<file path="src/include/uim_pkg.sv">
// Package: register map, field positions and reset values for the UART interrupt mask block
package uim_pkg;
    // Register byte addresses on the AXI4-Lite slave
    localparam logic [7:0] ADDR_MASK_A = 8'h00;
    localparam logic [7:0] ADDR_MASK_B = 8'h04;
    localparam logic [7:0] ADDR_CTRL_A = 8'h08;
    localparam logic [7:0] ADDR_CTRL_B = 8'h0C;
    localparam logic [7:0] ADDR_LINE_A = 8'h10;
    localparam logic [7:0] ADDR_LINE_B = 8'h14;
    localparam logic [7:0] ADDR_IDENT_A = 8'h18;
    localparam logic [7:0] ADDR_IDENT_B = 8'h1C;
    // Interrupt mask fields
    localparam int MB_CTS = 7;
    localparam int MB_RTS = 6;
    localparam int MB_XOFF = 5;
    localparam int MB_SLEEP = 4;
    localparam int MB_MODEM = 3;
    localparam int MB_LINE = 2;
    localparam int MB_TX = 1;
    localparam int MB_RX = 0;
    localparam logic [7:0] MASK_RESET = 8'h00;
    localparam logic [7:0] MASK_UPPER = 8'hF0;
    // Control register: bit 0 fifo enable, bit 1 enhanced-feature unlock
    localparam int CB_FIFO_EN = 0;
    localparam int CB_ENH = 1;
    localparam logic [1:0] CTRL_RESET = 2'h0;
    // Line state fields
    localparam int LB_DATA = 0;
    localparam int LB_ERR_LO = 1;
    localparam int LB_ERR_HI = 4;
    localparam int LB_THR_EMPTY = 5;
    localparam int LB_TX_IDLE = 6;
    localparam int LB_FIFO_ERR = 7;
    // Identification register: pending source bits, bit 0 set when none pending
    localparam int IB_NONE = 0;
    localparam int IB_RX = 1;
    localparam int IB_TX = 2;
    localparam int IB_LINE = 3;
    localparam int IB_MODEM = 4;
    localparam int IB_XOFF = 5;
    localparam int IB_CTS = 6;
    localparam int IB_RTS = 7;
    localparam logic [1:0] RESP_OKAY = 2'h0;
    localparam logic [1:0] RESP_SLVERR = 2'h2;
endpackage

</file>
<file path="src/rtl/uim_top.sv">
// Dual channel UART interrupt masking, line state and AXI4-Lite register slave
//
// Design decisions made here: the placing of the registers and the AXI4-Lite interface to the registers.
`timescale 1ns/1ps
// How it works
// - CTS rising edge interrupts when mask bit 7
// - RTS rising edge interrupts when mask bit 6
// - Mask bit 5 gates received Xoff interrupt
// - Mask bit 4 enables sleep, gates nothing
// - Mask bit 3 gates any modem change
// - Mask bit 2 gates receive line errors
// - Mask bit 1 gates transmit empty interrupt
// - Non-FIFO: receive interrupt while holding register full
// - FIFO: receive interrupt while fill reaches trigger
// - Ident receive bit follows the mode-dependent receive condition
// - Data-ready bit set while receive FIFO nonempty
// - Tx empty interrupt cleared by ident read or tx_write
// - Mask bits 7..5 and 3..0 all zero means polling
// - Line bits 4..1 show receive errors
// - Bit 6 both empty, bit 5 FIFO empty
// - Bit 7 flags errors within receive FIFO
// - Mask register resets to zero
// - Each channel drives its own interrupt pin
// - Upper mask bits writable only when unlocked
// - FIFO enable bit selects FIFO interrupt behaviour
module uim_top #(
    parameter int NCH = 2
) (
    input wire logic sys_clk,
    input wire logic reset_n,
    input wire logic [7:0] s_axi_awaddr,
    input wire logic s_axi_awvalid,
    output logic s_axi_awready,
    input wire logic [31:0] s_axi_wdata,
    input wire logic [3:0] s_axi_wstrb,
    input wire logic s_axi_wvalid,
    output logic s_axi_wready,
    output logic [1:0] s_axi_bresp,
    output logic s_axi_bvalid,
    input wire logic s_axi_bready,
    input wire logic [7:0] s_axi_araddr,
    input wire logic s_axi_arvalid,
    output logic s_axi_arready,
    output logic [31:0] s_axi_rdata,
    output logic [1:0] s_axi_rresp,
    output logic s_axi_rvalid,
    input wire logic s_axi_rready,
    input wire logic [NCH-1:0] cts_pin,
    input wire logic [NCH-1:0] rts_state,
    input wire logic [NCH-1:0] xoff_seen,
    input wire logic [NCH*4-1:0] modem_change,
    input wire logic [NCH*4-1:0] rx_error,
    input wire logic [NCH-1:0] rx_fifo_nonempty,
    input wire logic [NCH-1:0] rx_trigger_hit,
    input wire logic [NCH-1:0] rx_fifo_has_error,
    input wire logic [NCH-1:0] tx_fifo_empty,
    input wire logic [NCH-1:0] tx_shifter_empty,
    input wire logic [NCH-1:0] tx_write,
    output logic [NCH-1:0] sleep_mode,
    output logic [NCH-1:0] fifo_enable,
    output logic chan_a_irq_out,
    output logic chan_b_irq_out
);
    logic [7:0] mask_reg [NCH];
    logic [1:0] ctrl_reg [NCH];
    logic [NCH-1:0] cts_meta_reg, cts_sync_reg, cts_prev_reg, rts_prev_reg;
    logic [NCH-1:0] cts_pend_reg, rts_pend_reg, xoff_pend_reg, tx_pend_reg, tx_empty_prev_reg;
    logic [NCH-1:0] irq_reg;
    logic [7:0] line_w [NCH];
    logic [7:0] ident_w [NCH];
    logic [NCH-1:0] ident_rd;
    logic aw_hold_reg, w_hold_reg;
    logic [7:0] aw_addr_reg;
    logic [31:0] w_data_reg;
    logic w_lane0_reg;
    logic do_write;
    logic do_read;

    // Channel index from a register address, for registers laid out A then B
    function automatic int chan_of(input logic [7:0] addr);
        return int'(addr[2]);
    endfunction

    // Receive request: mode dependent, non-FIFO uses the holding register state
    function automatic logic rx_req(input logic fifo_on, input logic nonempty, input logic trig);
        return fifo_on ? trig : nonempty;
    endfunction

    // CTS comes from a pin, so it passes two flip-flops first
    always_ff @(posedge sys_clk or negedge reset_n) begin
        if (!reset_n) begin
            cts_meta_reg <= '1; // Starts high so a pin idling high gives no false edge
            cts_sync_reg <= '1;
        end else begin
            cts_meta_reg <= cts_pin;
            cts_sync_reg <= cts_meta_reg;
        end
    end

    // Write channel capture; address and data may arrive in either order
    always_ff @(posedge sys_clk or negedge reset_n) begin
        if (!reset_n) begin
            aw_hold_reg <= 1'b0;
            w_hold_reg <= 1'b0;
            aw_addr_reg <= '0;
            w_data_reg <= '0;
            w_lane0_reg <= 1'b0;
            s_axi_bvalid <= 1'b0;
            s_axi_bresp <= uim_pkg::RESP_OKAY;
        end else begin
            if (s_axi_awvalid && s_axi_awready) begin
                aw_hold_reg <= 1'b1;
                aw_addr_reg <= s_axi_awaddr;
            end
            if (s_axi_wvalid && s_axi_wready) begin
                w_hold_reg <= 1'b1;
                w_data_reg <= s_axi_wdata;
                w_lane0_reg <= s_axi_wstrb[0];
            end
            if (do_write) begin
                aw_hold_reg <= 1'b0;
                w_hold_reg <= 1'b0;
                s_axi_bvalid <= 1'b1;
                s_axi_bresp <= (aw_addr_reg[7:4] == 4'h0) ? uim_pkg::RESP_OKAY : uim_pkg::RESP_SLVERR;
            end else if (s_axi_bvalid && s_axi_bready) begin
                s_axi_bvalid <= 1'b0;
            end
        end
    end

    // Ready only while the slot is empty and no response waits
    assign s_axi_awready = !aw_hold_reg && !s_axi_bvalid;
    assign s_axi_wready = !w_hold_reg && !s_axi_bvalid;
    assign do_write = aw_hold_reg && w_hold_reg && !s_axi_bvalid;

    // Mask and control registers; the upper mask half is locked unless unlocked
    always_ff @(posedge sys_clk or negedge reset_n) begin
        if (!reset_n) begin
            for (int c = 0; c < NCH; c++) begin
                mask_reg[c] <= uim_pkg::MASK_RESET;
                ctrl_reg[c] <= uim_pkg::CTRL_RESET;
            end
        end else if (do_write && w_lane0_reg) begin
            for (int c = 0; c < NCH; c++) begin
                if (chan_of(aw_addr_reg) == c && aw_addr_reg[7:3] == uim_pkg::ADDR_MASK_A[7:3]) begin
                    if (ctrl_reg[c][uim_pkg::CB_ENH]) begin
                        mask_reg[c] <= w_data_reg[7:0];
                    end else begin
                        mask_reg[c] <= (mask_reg[c] & uim_pkg::MASK_UPPER) | (w_data_reg[7:0] & ~uim_pkg::MASK_UPPER);
                    end
                end
                if (chan_of(aw_addr_reg) == c && aw_addr_reg[7:3] == uim_pkg::ADDR_CTRL_A[7:3]) begin
                    ctrl_reg[c] <= w_data_reg[1:0];
                end
            end
        end
    end

    // Read channel; reading the ident register is a side effect that clears the CTS, RTS, Xoff and tx sources
    always_ff @(posedge sys_clk or negedge reset_n) begin
        if (!reset_n) begin
            s_axi_rvalid <= 1'b0;
            s_axi_rdata <= '0;
            s_axi_rresp <= uim_pkg::RESP_OKAY;
        end else if (do_read) begin
            s_axi_rvalid <= 1'b1;
            s_axi_rresp <= uim_pkg::RESP_OKAY;
            case (s_axi_araddr & 8'hFB)
                uim_pkg::ADDR_MASK_A: s_axi_rdata <= {24'h000000, mask_reg[chan_of(s_axi_araddr)]};
                uim_pkg::ADDR_CTRL_A: s_axi_rdata <= {30'h0, ctrl_reg[chan_of(s_axi_araddr)]};
                uim_pkg::ADDR_LINE_A: s_axi_rdata <= {24'h000000, line_w[chan_of(s_axi_araddr)]};
                uim_pkg::ADDR_IDENT_A: s_axi_rdata <= {24'h000000, ident_w[chan_of(s_axi_araddr)]};
                default: begin
                    s_axi_rdata <= '0;
                    s_axi_rresp <= uim_pkg::RESP_SLVERR;
                end
            endcase
        end else if (s_axi_rvalid && s_axi_rready) begin
            s_axi_rvalid <= 1'b0;
        end
    end

    assign s_axi_arready = !s_axi_rvalid;
    assign do_read = s_axi_arvalid && s_axi_arready;

    // Line state and identification views, combinational from live inputs and the sticky pending registers
    always_comb begin
        for (int c = 0; c < NCH; c++) begin
            line_w[c] = '0;
            line_w[c][uim_pkg::LB_DATA] = rx_fifo_nonempty[c];
            line_w[c][uim_pkg::LB_ERR_HI:uim_pkg::LB_ERR_LO] = rx_error[c*4 +: 4];
            line_w[c][uim_pkg::LB_THR_EMPTY] = tx_fifo_empty[c];
            line_w[c][uim_pkg::LB_TX_IDLE] = tx_fifo_empty[c] && tx_shifter_empty[c];
            line_w[c][uim_pkg::LB_FIFO_ERR] = rx_fifo_has_error[c];
            ident_w[c] = '0;
            ident_w[c][uim_pkg::IB_RX] = mask_reg[c][uim_pkg::MB_RX] &&
                rx_req(ctrl_reg[c][uim_pkg::CB_FIFO_EN], rx_fifo_nonempty[c], rx_trigger_hit[c]);
            ident_w[c][uim_pkg::IB_TX] = mask_reg[c][uim_pkg::MB_TX] && tx_pend_reg[c];
            ident_w[c][uim_pkg::IB_LINE] = mask_reg[c][uim_pkg::MB_LINE] && (|rx_error[c*4 +: 4]);
            ident_w[c][uim_pkg::IB_MODEM] = mask_reg[c][uim_pkg::MB_MODEM] && (|modem_change[c*4 +: 4]);
            ident_w[c][uim_pkg::IB_XOFF] = mask_reg[c][uim_pkg::MB_XOFF] && xoff_pend_reg[c];
            ident_w[c][uim_pkg::IB_CTS] = mask_reg[c][uim_pkg::MB_CTS] && cts_pend_reg[c];
            ident_w[c][uim_pkg::IB_RTS] = mask_reg[c][uim_pkg::MB_RTS] && rts_pend_reg[c];
            ident_w[c][uim_pkg::IB_NONE] = ~(|ident_w[c][7:1]);
            ident_rd[c] = do_read && ((s_axi_araddr & 8'hFB) == uim_pkg::ADDR_IDENT_A) && chan_of(s_axi_araddr) == c;
        end
    end

    // Sticky event sources; a new event in the clearing cycle wins
    always_ff @(posedge sys_clk or negedge reset_n) begin
        if (!reset_n) begin
            cts_prev_reg <= '1; // Starts high: a pin idling high after reset is no edge
            rts_prev_reg <= '1;
            tx_empty_prev_reg <= '0;
            cts_pend_reg <= '0;
            rts_pend_reg <= '0;
            xoff_pend_reg <= '0;
            tx_pend_reg <= '0;
        end else begin
            cts_prev_reg <= cts_sync_reg;
            rts_prev_reg <= rts_state;
            tx_empty_prev_reg <= tx_fifo_empty;
            for (int c = 0; c < NCH; c++) begin
                if (cts_sync_reg[c] && !cts_prev_reg[c]) begin
                    cts_pend_reg[c] <= 1'b1;
                end else if (ident_rd[c]) begin
                    cts_pend_reg[c] <= 1'b0;
                end
                if (rts_state[c] && !rts_prev_reg[c]) begin
                    rts_pend_reg[c] <= 1'b1;
                end else if (ident_rd[c]) begin
                    rts_pend_reg[c] <= 1'b0;
                end
                if (xoff_seen[c]) begin
                    xoff_pend_reg[c] <= 1'b1;
                end else if (ident_rd[c]) begin
                    xoff_pend_reg[c] <= 1'b0;
                end
                if (tx_fifo_empty[c] && !tx_empty_prev_reg[c]) begin
                    tx_pend_reg[c] <= 1'b1;
                end else if (ident_rd[c] || tx_write[c]) begin
                    tx_pend_reg[c] <= 1'b0;
                end
            end
        end
    end

    // Interrupt pins and mode outputs, all registered
    always_ff @(posedge sys_clk or negedge reset_n) begin
        if (!reset_n) begin
            irq_reg <= '0;
            sleep_mode <= '0;
            fifo_enable <= '0;
        end else begin
            for (int c = 0; c < NCH; c++) begin
                irq_reg[c] <= ~ident_w[c][uim_pkg::IB_NONE];
                sleep_mode[c] <= mask_reg[c][uim_pkg::MB_SLEEP];
                fifo_enable[c] <= ctrl_reg[c][uim_pkg::CB_FIFO_EN];
            end
        end
    end

    assign chan_a_irq_out = irq_reg[0];
    assign chan_b_irq_out = irq_reg[1];

    // Channel A mask clears on every reset release
    AST_MASK_RESET: assert property (@(posedge sys_clk)
        $rose(reset_n) |-> mask_reg[0] == 8'h00)
        else $error("mask not zero after reset");

    // Upper mask half holds while locked
    AST_LOCK: assert property (@(posedge sys_clk) disable iff (!reset_n)
        !ctrl_reg[0][1] |=> mask_reg[0][7:4] == $past(mask_reg[0][7:4]))
        else $error("upper mask changed while locked");

    // Polled operation keeps the pin low
    AST_POLL: assert property (@(posedge sys_clk) disable iff (!reset_n)
        (mask_reg[0][3:0] == 4'h0 && mask_reg[0][7:5] == 3'h0) |=> !chan_a_irq_out)
        else $error("interrupt in polled mode");

    // Same on channel B, so crossed pins would show
    AST_POLL_B: assert property (@(posedge sys_clk) disable iff (!reset_n)
        (mask_reg[1][3:0] == 4'h0 && mask_reg[1][7:5] == 3'h0) |=> !chan_b_irq_out)
        else $error("channel b interrupt in polled mode");

    // Any modem change raises the pin a cycle later
    AST_MODEM: assert property (@(posedge sys_clk) disable iff (!reset_n)
        (mask_reg[0][3] && |modem_change[3:0]) |=> chan_a_irq_out)
        else $error("modem interrupt missing");

    // Receive errors raise the pin while enabled
    AST_LINE: assert property (@(posedge sys_clk) disable iff (!reset_n)
        (mask_reg[0][2] && |rx_error[3:0]) |=> chan_a_irq_out)
        else $error("line interrupt missing");

    // Receive request follows the FIFO mode
    AST_RX: assert property (@(posedge sys_clk) disable iff (!reset_n)
        (mask_reg[0][0] && (ctrl_reg[0][0] ? rx_trigger_hit[0] : rx_fifo_nonempty[0])) |=> chan_a_irq_out)
        else $error("receive interrupt missing");

    // An idle receive source alone lets the pin drop
    AST_RX_CLR: assert property (@(posedge sys_clk) disable iff (!reset_n)
        (mask_reg[0][7:5] == 3'h0 && mask_reg[0][3:1] == 3'h0 &&
        !(ctrl_reg[0][0] ? rx_trigger_hit[0] : rx_fifo_nonempty[0])) |=> !chan_a_irq_out)
        else $error("receive interrupt not cleared");

    // Line state read returns both transmit empty bits
    AST_TX_IDLE: assert property (@(posedge sys_clk) disable iff (!reset_n)
        (do_read && s_axi_araddr == uim_pkg::ADDR_LINE_A) |=>
        s_axi_rdata[6:5] == {$past(tx_fifo_empty[0] && tx_shifter_empty[0]), $past(tx_fifo_empty[0])})
        else $error("tx empty bits wrong");

    // Line state read returns data ready and error bits
    AST_LINE_RD: assert property (@(posedge sys_clk) disable iff (!reset_n)
        (do_read && s_axi_araddr == uim_pkg::ADDR_LINE_A) |=> {s_axi_rdata[7], s_axi_rdata[4:0]} ==
        {$past(rx_fifo_has_error[0]), $past(rx_error[3:0]), $past(rx_fifo_nonempty[0])})
        else $error("line state bits wrong");

    // CTS edge: pending next cycle, pin the cycle after
    AST_CTS: assert property (@(posedge sys_clk) disable iff (!reset_n)
        (cts_sync_reg[1] && !cts_prev_reg[1] && mask_reg[1][7]) |=> ##1 chan_b_irq_out)
        else $error("cts interrupt missing");

    // RTS edge behaves like the CTS edge
    AST_RTS: assert property (@(posedge sys_clk) disable iff (!reset_n)
        (rts_state[1] && !rts_prev_reg[1] && mask_reg[1][6]) |=> ##1 chan_b_irq_out)
        else $error("rts interrupt missing");

    // Received Xoff raises the pin when enabled
    AST_XOFF: assert property (@(posedge sys_clk) disable iff (!reset_n)
        (xoff_seen[1] && mask_reg[1][5]) |=> ##1 chan_b_irq_out)
        else $error("xoff interrupt missing");

    // Transmit FIFO going empty raises the pin
    AST_TXSET: assert property (@(posedge sys_clk) disable iff (!reset_n)
        (tx_fifo_empty[1] && !tx_empty_prev_reg[1] && mask_reg[1][1]) |=> ##1 chan_b_irq_out)
        else $error("tx interrupt missing");

    // A holding register write clears the tx source
    AST_TXCLR: assert property (@(posedge sys_clk) disable iff (!reset_n)
        (tx_write[1] && !(tx_fifo_empty[1] && !tx_empty_prev_reg[1])) |=> !tx_pend_reg[1])
        else $error("tx pending not cleared");

    // Sleep output trails its mask bit by one cycle
    AST_SLEEP: assert property (@(posedge sys_clk) disable iff (!reset_n)
        ##1 sleep_mode[0] == $past(mask_reg[0][4]))
        else $error("sleep output wrong");

    // FIFO enable output trails its control bit
    AST_FIFO_EN: assert property (@(posedge sys_clk) disable iff (!reset_n)
        ##1 fifo_enable[0] == $past(ctrl_reg[0][0]))
        else $error("fifo enable output wrong");
endmodule

</file>
<file path="config.mk">
export PLATFORM = sky130hd
export DESIGN_NAME = uim_top
export DESIGN_NICKNAME = d
export VERILOG_FILES = /design/src/include/uim_pkg.sv /design/src/rtl/uim_top.sv
export SDC_FILE = /design/constraint.sdc
export NUM_CORES = 1
export LEC_CHECK = 0
export BUFFER_PORTS_ARGS = -buffer_cell sky130_fd_sc_hd__buf_4
export CORE_ASPECT_RATIO = 0.8
export CORE_UTILIZATION = 31
export DETAILED_ROUTE_END_ITERATION = 12
export PLACE_DENSITY = 0.61
export SETUP_SLACK_MARGIN = 0.2
export SYNTH_ARGS = -nofsm -noshare
export SYNTH_HDL_FRONTEND = slang
export SYNTH_SLANG_ARGS = --single-unit
</file>
<file path="constraint.sdc">
create_clock -name sys_clk -period 4.4 [get_ports sys_clk]
set_clock_uncertainty 0.15 [all_clocks]
set_input_delay 0.22 -clock sys_clk [delete_from_list [all_inputs] [get_ports sys_clk]]
set_output_delay 0.22 -clock sys_clk [all_outputs]
set_load 0.01 [all_outputs]
</file>
# Word level (Yosys, flattened, before mapping)
# Cells that the tools add are included.
dict set report word_totals {
  inputBits 93
  word_cells 158
  latch_bits 0
  mem_count 0
  ramBits 0
  reg_bits 101
  romBits 0
}
dict set report op_classes {
  bitwise_logic 7
  mul 0
  n_mux 39
  add_sub_neg 0
  n_div 0
  n_reduce_logical 77
  eq_ne 4
  order_cmp 1
  shifts 0
}
# op count
set ops {}
lappend ops {{8-bit 2-to-1 mux} 11}
lappend ops {{1-bit logical AND} 39}
lappend ops {{32-bit by 2-bit greater-or-equal comparator with 1-bit output (second input constant)} 1}
lappend ops {{1-bit NOT with 32-bit output} 1}
lappend ops {{8-bit one-hot mux with 4 select lines} 1}
lappend ops {{2-bit nonzero test} 12}
lappend ops {{1-bit 2-to-1 mux} 22}
lappend ops {{4-bit OR reduction} 5}
lappend ops {{8-bit by 4-bit bitwise OR with 8-bit output} 2}
lappend ops {{7-bit by 4-bit equality test with 1-bit output (second input constant)} 2}
lappend ops {{7-bit OR reduction} 2}
lappend ops {{1-bit logical NOT} 10}
lappend ops {{2-bit 2-to-1 mux} 5}
lappend ops {{8-bit logical NOT} 1}
lappend ops {{2-bit AND reduction} 4}
lappend ops {{7-bit by 3-bit equality test with 1-bit output (second input constant)} 1}
lappend ops {{5-bit by 1-bit equality test with 1-bit output (second input constant)} 1}
lappend ops {{5-bit logical NOT} 1}
lappend ops {{4-bit logical NOT} 1}
lappend ops {{1-bit NOT} 4}
lappend ops {{1-bit logical OR} 2}

# Depth between registers and ports, before layout
dict set report logic_depth {
  ltp_word 8
  ltp_mapped 7
  ltp_nobuf 5
}

# Worst setup path after synthesis
# OpenSTA, ideal clock, no wires.
dict set report synth_path {
  path_type {flip-flop to flip-flop}
  start {reg s_axi_bvalid}
  end {reg mask_reg[12] (netlist bit)}
  required_ps 4125
  arrival_ps 1519
  n_path_buf 0
  stages_incl_launch_ff 6
  slack_ps 2606
  cell_sequence {dfrtp_1 -> and3b_1 -> nand3_2 -> nor3_4 -> nand2_4 -> mux2_4}
}
dict set report synth_via {
  elab_chain_len 4
}
# item line_no
set synth_lines {}
lappend synth_lines {{start: declaration} uim_top.sv:39} ;# output logic s_axi_bvalid,
lappend synth_lines {{start signal: assignment} uim_top.sv:108} ;# s_axi_bvalid <= 1'b0;
lappend synth_lines {{start signal: assignment} uim_top.sv:123} ;# s_axi_bvalid <= 1'b1;
lappend synth_lines {{start signal: assignment} uim_top.sv:126} ;# s_axi_bvalid <= 1'b0;
lappend synth_lines {{1-bit logical NOT} uim_top.sv:134} ;# assign do_write = aw_hold_reg && w_hold_reg && !s_axi_bvalid;
lappend synth_lines {{1-bit logical AND} uim_top.sv:134}
lappend synth_lines {{1-bit logical AND} uim_top.sv:143} ;# end else if (do_write && w_lane0_reg) begin
lappend synth_lines {{2-bit AND reduction (no line)} n/a}
lappend synth_lines {{end signal: indexed assignment} uim_top.sv:140} ;# mask_reg[c] <= uim_pkg::MASK_RESET;
lappend synth_lines {{end signal: indexed assignment} uim_top.sv:147} ;# mask_reg[c] <= w_data_reg[7:0];
lappend synth_lines {{end signal: indexed assignment} uim_top.sv:149} ;# mask_reg[c] <= (mask_reg[c] & uim_pkg::MASK_UPPER) | (w_data_reg[7:0] & ~uim_pkg::MASK_UPPER);
lappend synth_lines {{end: declaration} uim_top.sv:64} ;# logic [7:0] mask_reg [NCH];
# Every way passes these cells.
# A chain may end at the register's enable or synchronous reset.

# Worst setup path in the final report
dict set report layout_path {
  start {reg aw_addr_reg[4]}
  end {reg ctrl_reg[3] (netlist bit)}
}
dict set report layout_via {
  elab_chain_len 3
}
# item line_no
set layout_lines {}
lappend layout_lines {{start: declaration} uim_top.sv:73} ;# logic [7:0] aw_addr_reg;
lappend layout_lines {{start signal: assignment} uim_top.sv:113} ;# aw_addr_reg <= s_axi_awaddr;
lappend layout_lines {{5-bit by 1-bit equality test with 1-bit output} uim_top.sv:152} ;# if (chan_of(aw_addr_reg) == c && aw_addr_reg[7:3] == uim_pkg::ADDR_CTRL_A[7:3]) begin
lappend layout_lines {{1-bit logical AND} uim_top.sv:152}
lappend layout_lines {{2-bit AND reduction (no line)} n/a}
lappend layout_lines {{end signal: indexed assignment} uim_top.sv:141} ;# ctrl_reg[c] <= uim_pkg::CTRL_RESET;
lappend layout_lines {{end signal: indexed assignment} uim_top.sv:153} ;# ctrl_reg[c] <= w_data_reg[1:0];
lappend layout_lines {{end: declaration} uim_top.sv:65} ;# logic [1:0] ctrl_reg [NCH];
# Every way passes these cells.

==> parameters.txt <==
Parameter                              Value

Clocking
  CTS-repair resized insts    0
  Clk pin slew, worst setup/hold paths    0.06 ns
  Insertion delay to the later sink of the worst-skew pair    0.33 ns
  Max H-tree Level    3
  Post-CTS Setup Repair Bufs    0
  Worst-case clock buffer depth    2
  CTS root buffer    sky130_fd_sc_hd__clkbuf_16
  Num Clock Sinks    73
  Number of CTS-inserted buffers    9
  CTS tree    done
  Number of hold-repair buffers added at the cts stage    28

Synthesis
  Mapped cell area    3420 um^2
  Count of flip-flops with a built-in enable after synthesis    0
  Number of register bits inferred by synthesis    73
  Fraction of registers with async set or reset after synthesis    100%
  Most used flip-flop cell after synthesis    sky130_fd_sc_hd__dfrtp_1
  Post-synthesis sequential area ratio    53.7%
  Area fraction of the dominant cell type after synthesis    47.6%
  Synth unique cells    45
  Yosys warnings    0
  Cell taking the most area after synthesis    sky130_fd_sc_hd__dfrtp_1
  Cells after Synth    283
  Post-Syn Area per Cell    12.1 um^2
  Top post-synthesis cells by area    sky130_fd_sc_hd__dfrtp_1, sky130_fd_sc_hd__mux2_2, sky130_fd_sc_hd__dfstp_2, sky130_fd_sc_hd__buf_4, sky130_fd_sc_hd__mux4_2

GRT
  Antenna violations before repair    0
  Sum of overflow across all layers after global routing    0
  Largest net degree at the start of global routing    74
  Via count of the first global-routing pass    2,466
  Total GRT Usage    15.1%
  Wire length of the first global-routing pass    12.9 mm

Floorplan
  Count of pins on the block boundary    140
  Core region area    10,500 um^2
  Site row count    33
  Die Height    95.9 um
  Area enclosed by the die boundary    11,500 um^2
  Effective utilization at floorplan    32.6%
  Width of the die    119 um

Route
  Per-cell routed wire length    14.7 um
  Total number of vias    2,504
  Vias per cell    4.65
  DRC    0
  Routed Antenna Nets    0
  Initial DRT Pass Iterations    4
  First DRT Iteration DRCs    154
  DRT Wirelength    7.92 mm

Layout
  Area overhead of the layout relative to synthesis    36.7%
  Commonest cells after routing, fill and taps aside    sky130_fd_sc_hd__buf_4, sky130_fd_sc_hd__dfrtp_1, sky130_fd_sc_hd__mux2_2
  # nets final    487
  Number of flip-flops in the largest register    16
  Leading cell type in the layout, fill and taps excluded    sky130_fd_sc_hd__buf_4
  Antenna diode instance count    0
  Proportion of layout cells with a drive suffix above 1    39.1%

Setup path
  Crit-path max FO    4
  Critical path start-end classification    register to register
  Ordered cell list for the critical path    nor4_4 > nand3_2 > nor3b_1 > mux2_2
  Buffers plus inverters on the worst setup path    0
  Cell family with the largest share of critical-path delay    simple AND/OR/NAND/NOR gates
  CP required    4.47 ns
  Slowest cell on the critical path    sky130_fd_sc_hd__nor3b_1
  Kind of start point of the critical path    register
  CP peak stage delay    0.43 ns
  Endpoint type of the worst setup path    register
  CP arrival    2.06 ns

Timing
  Worst-Margin Slew    0.910 ns
  Max-slew violation count    0
  F_max    503 MHz
  Summed negative setup slack over all endpoints    0 ns
  Final hold violation count    0
  Max-Slew Margin vs Limit    39.4%
  Shortest period the worst path allows    1.99 ns
  Fin crit share    45.2%
  Setup repair after global routing missed its margin    false
  Worst hold slack across all endpoints    0.0138 ns
  Final setup violation count    0

Pwr
  Power density cells    478 nW/um^2
  Leakage power    2.23 nW
  Final Power    0.00224 W
  Peak supply drop    333 uV

Flow run
  Number of violations of the max-capacitance limit    0

Status
  Status    completed

Place
  Gp weighted congestion    0.817
  Sum of net half-perimeters after detailed placement    5.74 mm
  Total of buffers placed on input and output ports    84

Hold path
  Min-delay worst type    primary input to register
[cells in the mapped netlist (2+ instances only)]
| cell | n |
|---|---|
| sky130_fd_sc_hd__a21o_1 | 2 |
| sky130_fd_sc_hd__a21oi_1 | 7 |
| sky130_fd_sc_hd__a221o_1 | 2 |
| sky130_fd_sc_hd__a22o_1 | 3 |
| sky130_fd_sc_hd__a22oi_1 | 4 |
| sky130_fd_sc_hd__a31oi_1 | 2 |
| sky130_fd_sc_hd__and2_1 | 2 |
| sky130_fd_sc_hd__and3_1 | 3 |
| sky130_fd_sc_hd__buf_2 | 6 |
| sky130_fd_sc_hd__buf_4 | 26 |
| sky130_fd_sc_hd__clkbuf_1 | 5 |
| sky130_fd_sc_hd__dfrtp_1 | 65 |
| sky130_fd_sc_hd__dfstp_2 | 8 |
| sky130_fd_sc_hd__inv_1 | 16 |
| sky130_fd_sc_hd__mux2_2 | 35 |
| sky130_fd_sc_hd__mux2_4 | 4 |
| sky130_fd_sc_hd__mux2i_1 | 4 |
| sky130_fd_sc_hd__mux4_2 | 5 |
| sky130_fd_sc_hd__nand2_1 | 14 |
| sky130_fd_sc_hd__nand3_1 | 9 |
| sky130_fd_sc_hd__nand4_1 | 3 |
| sky130_fd_sc_hd__nor2_1 | 13 |
| sky130_fd_sc_hd__nor2b_1 | 2 |
| sky130_fd_sc_hd__nor3_1 | 2 |
| sky130_fd_sc_hd__nor4b_1 | 2 |
| sky130_fd_sc_hd__o211ai_1 | 3 |
| sky130_fd_sc_hd__o21ai_0 | 13 |
| sky130_fd_sc_hd__o22ai_1 | 3 |
| sky130_fd_sc_hd__o41ai_1 | 4 |
[where the power goes]
group	internal, W	leakage [nW]	switching [W]	total [W]
Clock	0.000496	0.155	0.000284	0.000780
Combinational	0.000280	1.18	0.000201	0.000481
Sequential	0.000829	0.898	0.000146	0.000975
Total	0.00161	2.23	0.000630	0.00224
[kinds of logic after synthesis]
family,after synthesis,synth area share [%]
other cells,1,0.110
mux,48,17.8
flops,73,53.7
simple gates,58,9.52
compound gates,50,9.99
buf+inv,53,8.89
[metal layers]
| metal | GRT usage, % | up-vias | wire length, um | share of wire, % |
|---|---|---|---|---|
| li1 | - | 1185 | - | - |
| met1 | 20.0 | 1216 | 3710 | 47 |
| met2 | 23.2 | 92 | 3590 | 45 |
| met3 | 4.80 | 11 | 507 | 6.4 |
| met4 | 5.63 | 0 | 110 | 1.4 |
| met5 | 0 | - | 0 | 0 |
[metrics by stage]
stage	worst slack, ns	util, %	instances	instance area, um^2
after detailed placement	2.43	38.8	495	4070
after floorplan	2.61	-	308	3510
after global routing	2.29	44.6	539	4670
after global placement	2.41	38.8	495	4070
after CTS	2.41	44.6	539	4670
final	2.41	44.6	539	4670
[area by class of cell]
class	count	area [um^2]
Inverter	16	60.1
Tap cell	140	175
Clock inverter	7	95.1
Clock buffer	9	225
Timing Repair Buffer	112	911
Fill cell	998	5810
Multi-Input combinational cell	182	1370
Sequential cell	73	1840
[path summary, 6_finish.rpt]
check	endpoint	slack (ns)	cells past startpoint	from
worst min register to register	cts_sync_reg[0]	0.20	0	cts_meta_reg[0]
worst max register to register	ctrl_reg[3]	2.41	4	aw_addr_reg[4]
worst min-delay path	tx_pend_reg[1]	0.01	3	tx_write[1]
max in group asynchronous	mask_reg[7]	3.10	2	reset_n
worst max-delay path	ctrl_reg[3]	2.41	4	aw_addr_reg[4]
min in group asynchronous	mask_reg[3]	0.43	2	reset_n
[worst min-delay path, stage by stage]
cell,delay (ns)
sky130_fd_sc_hd__buf_4,0.08
sky130_fd_sc_hd__nand3b_1,0.09
sky130_fd_sc_hd__o21ai_0,0.07
Power figures use the tool's default switching activity.
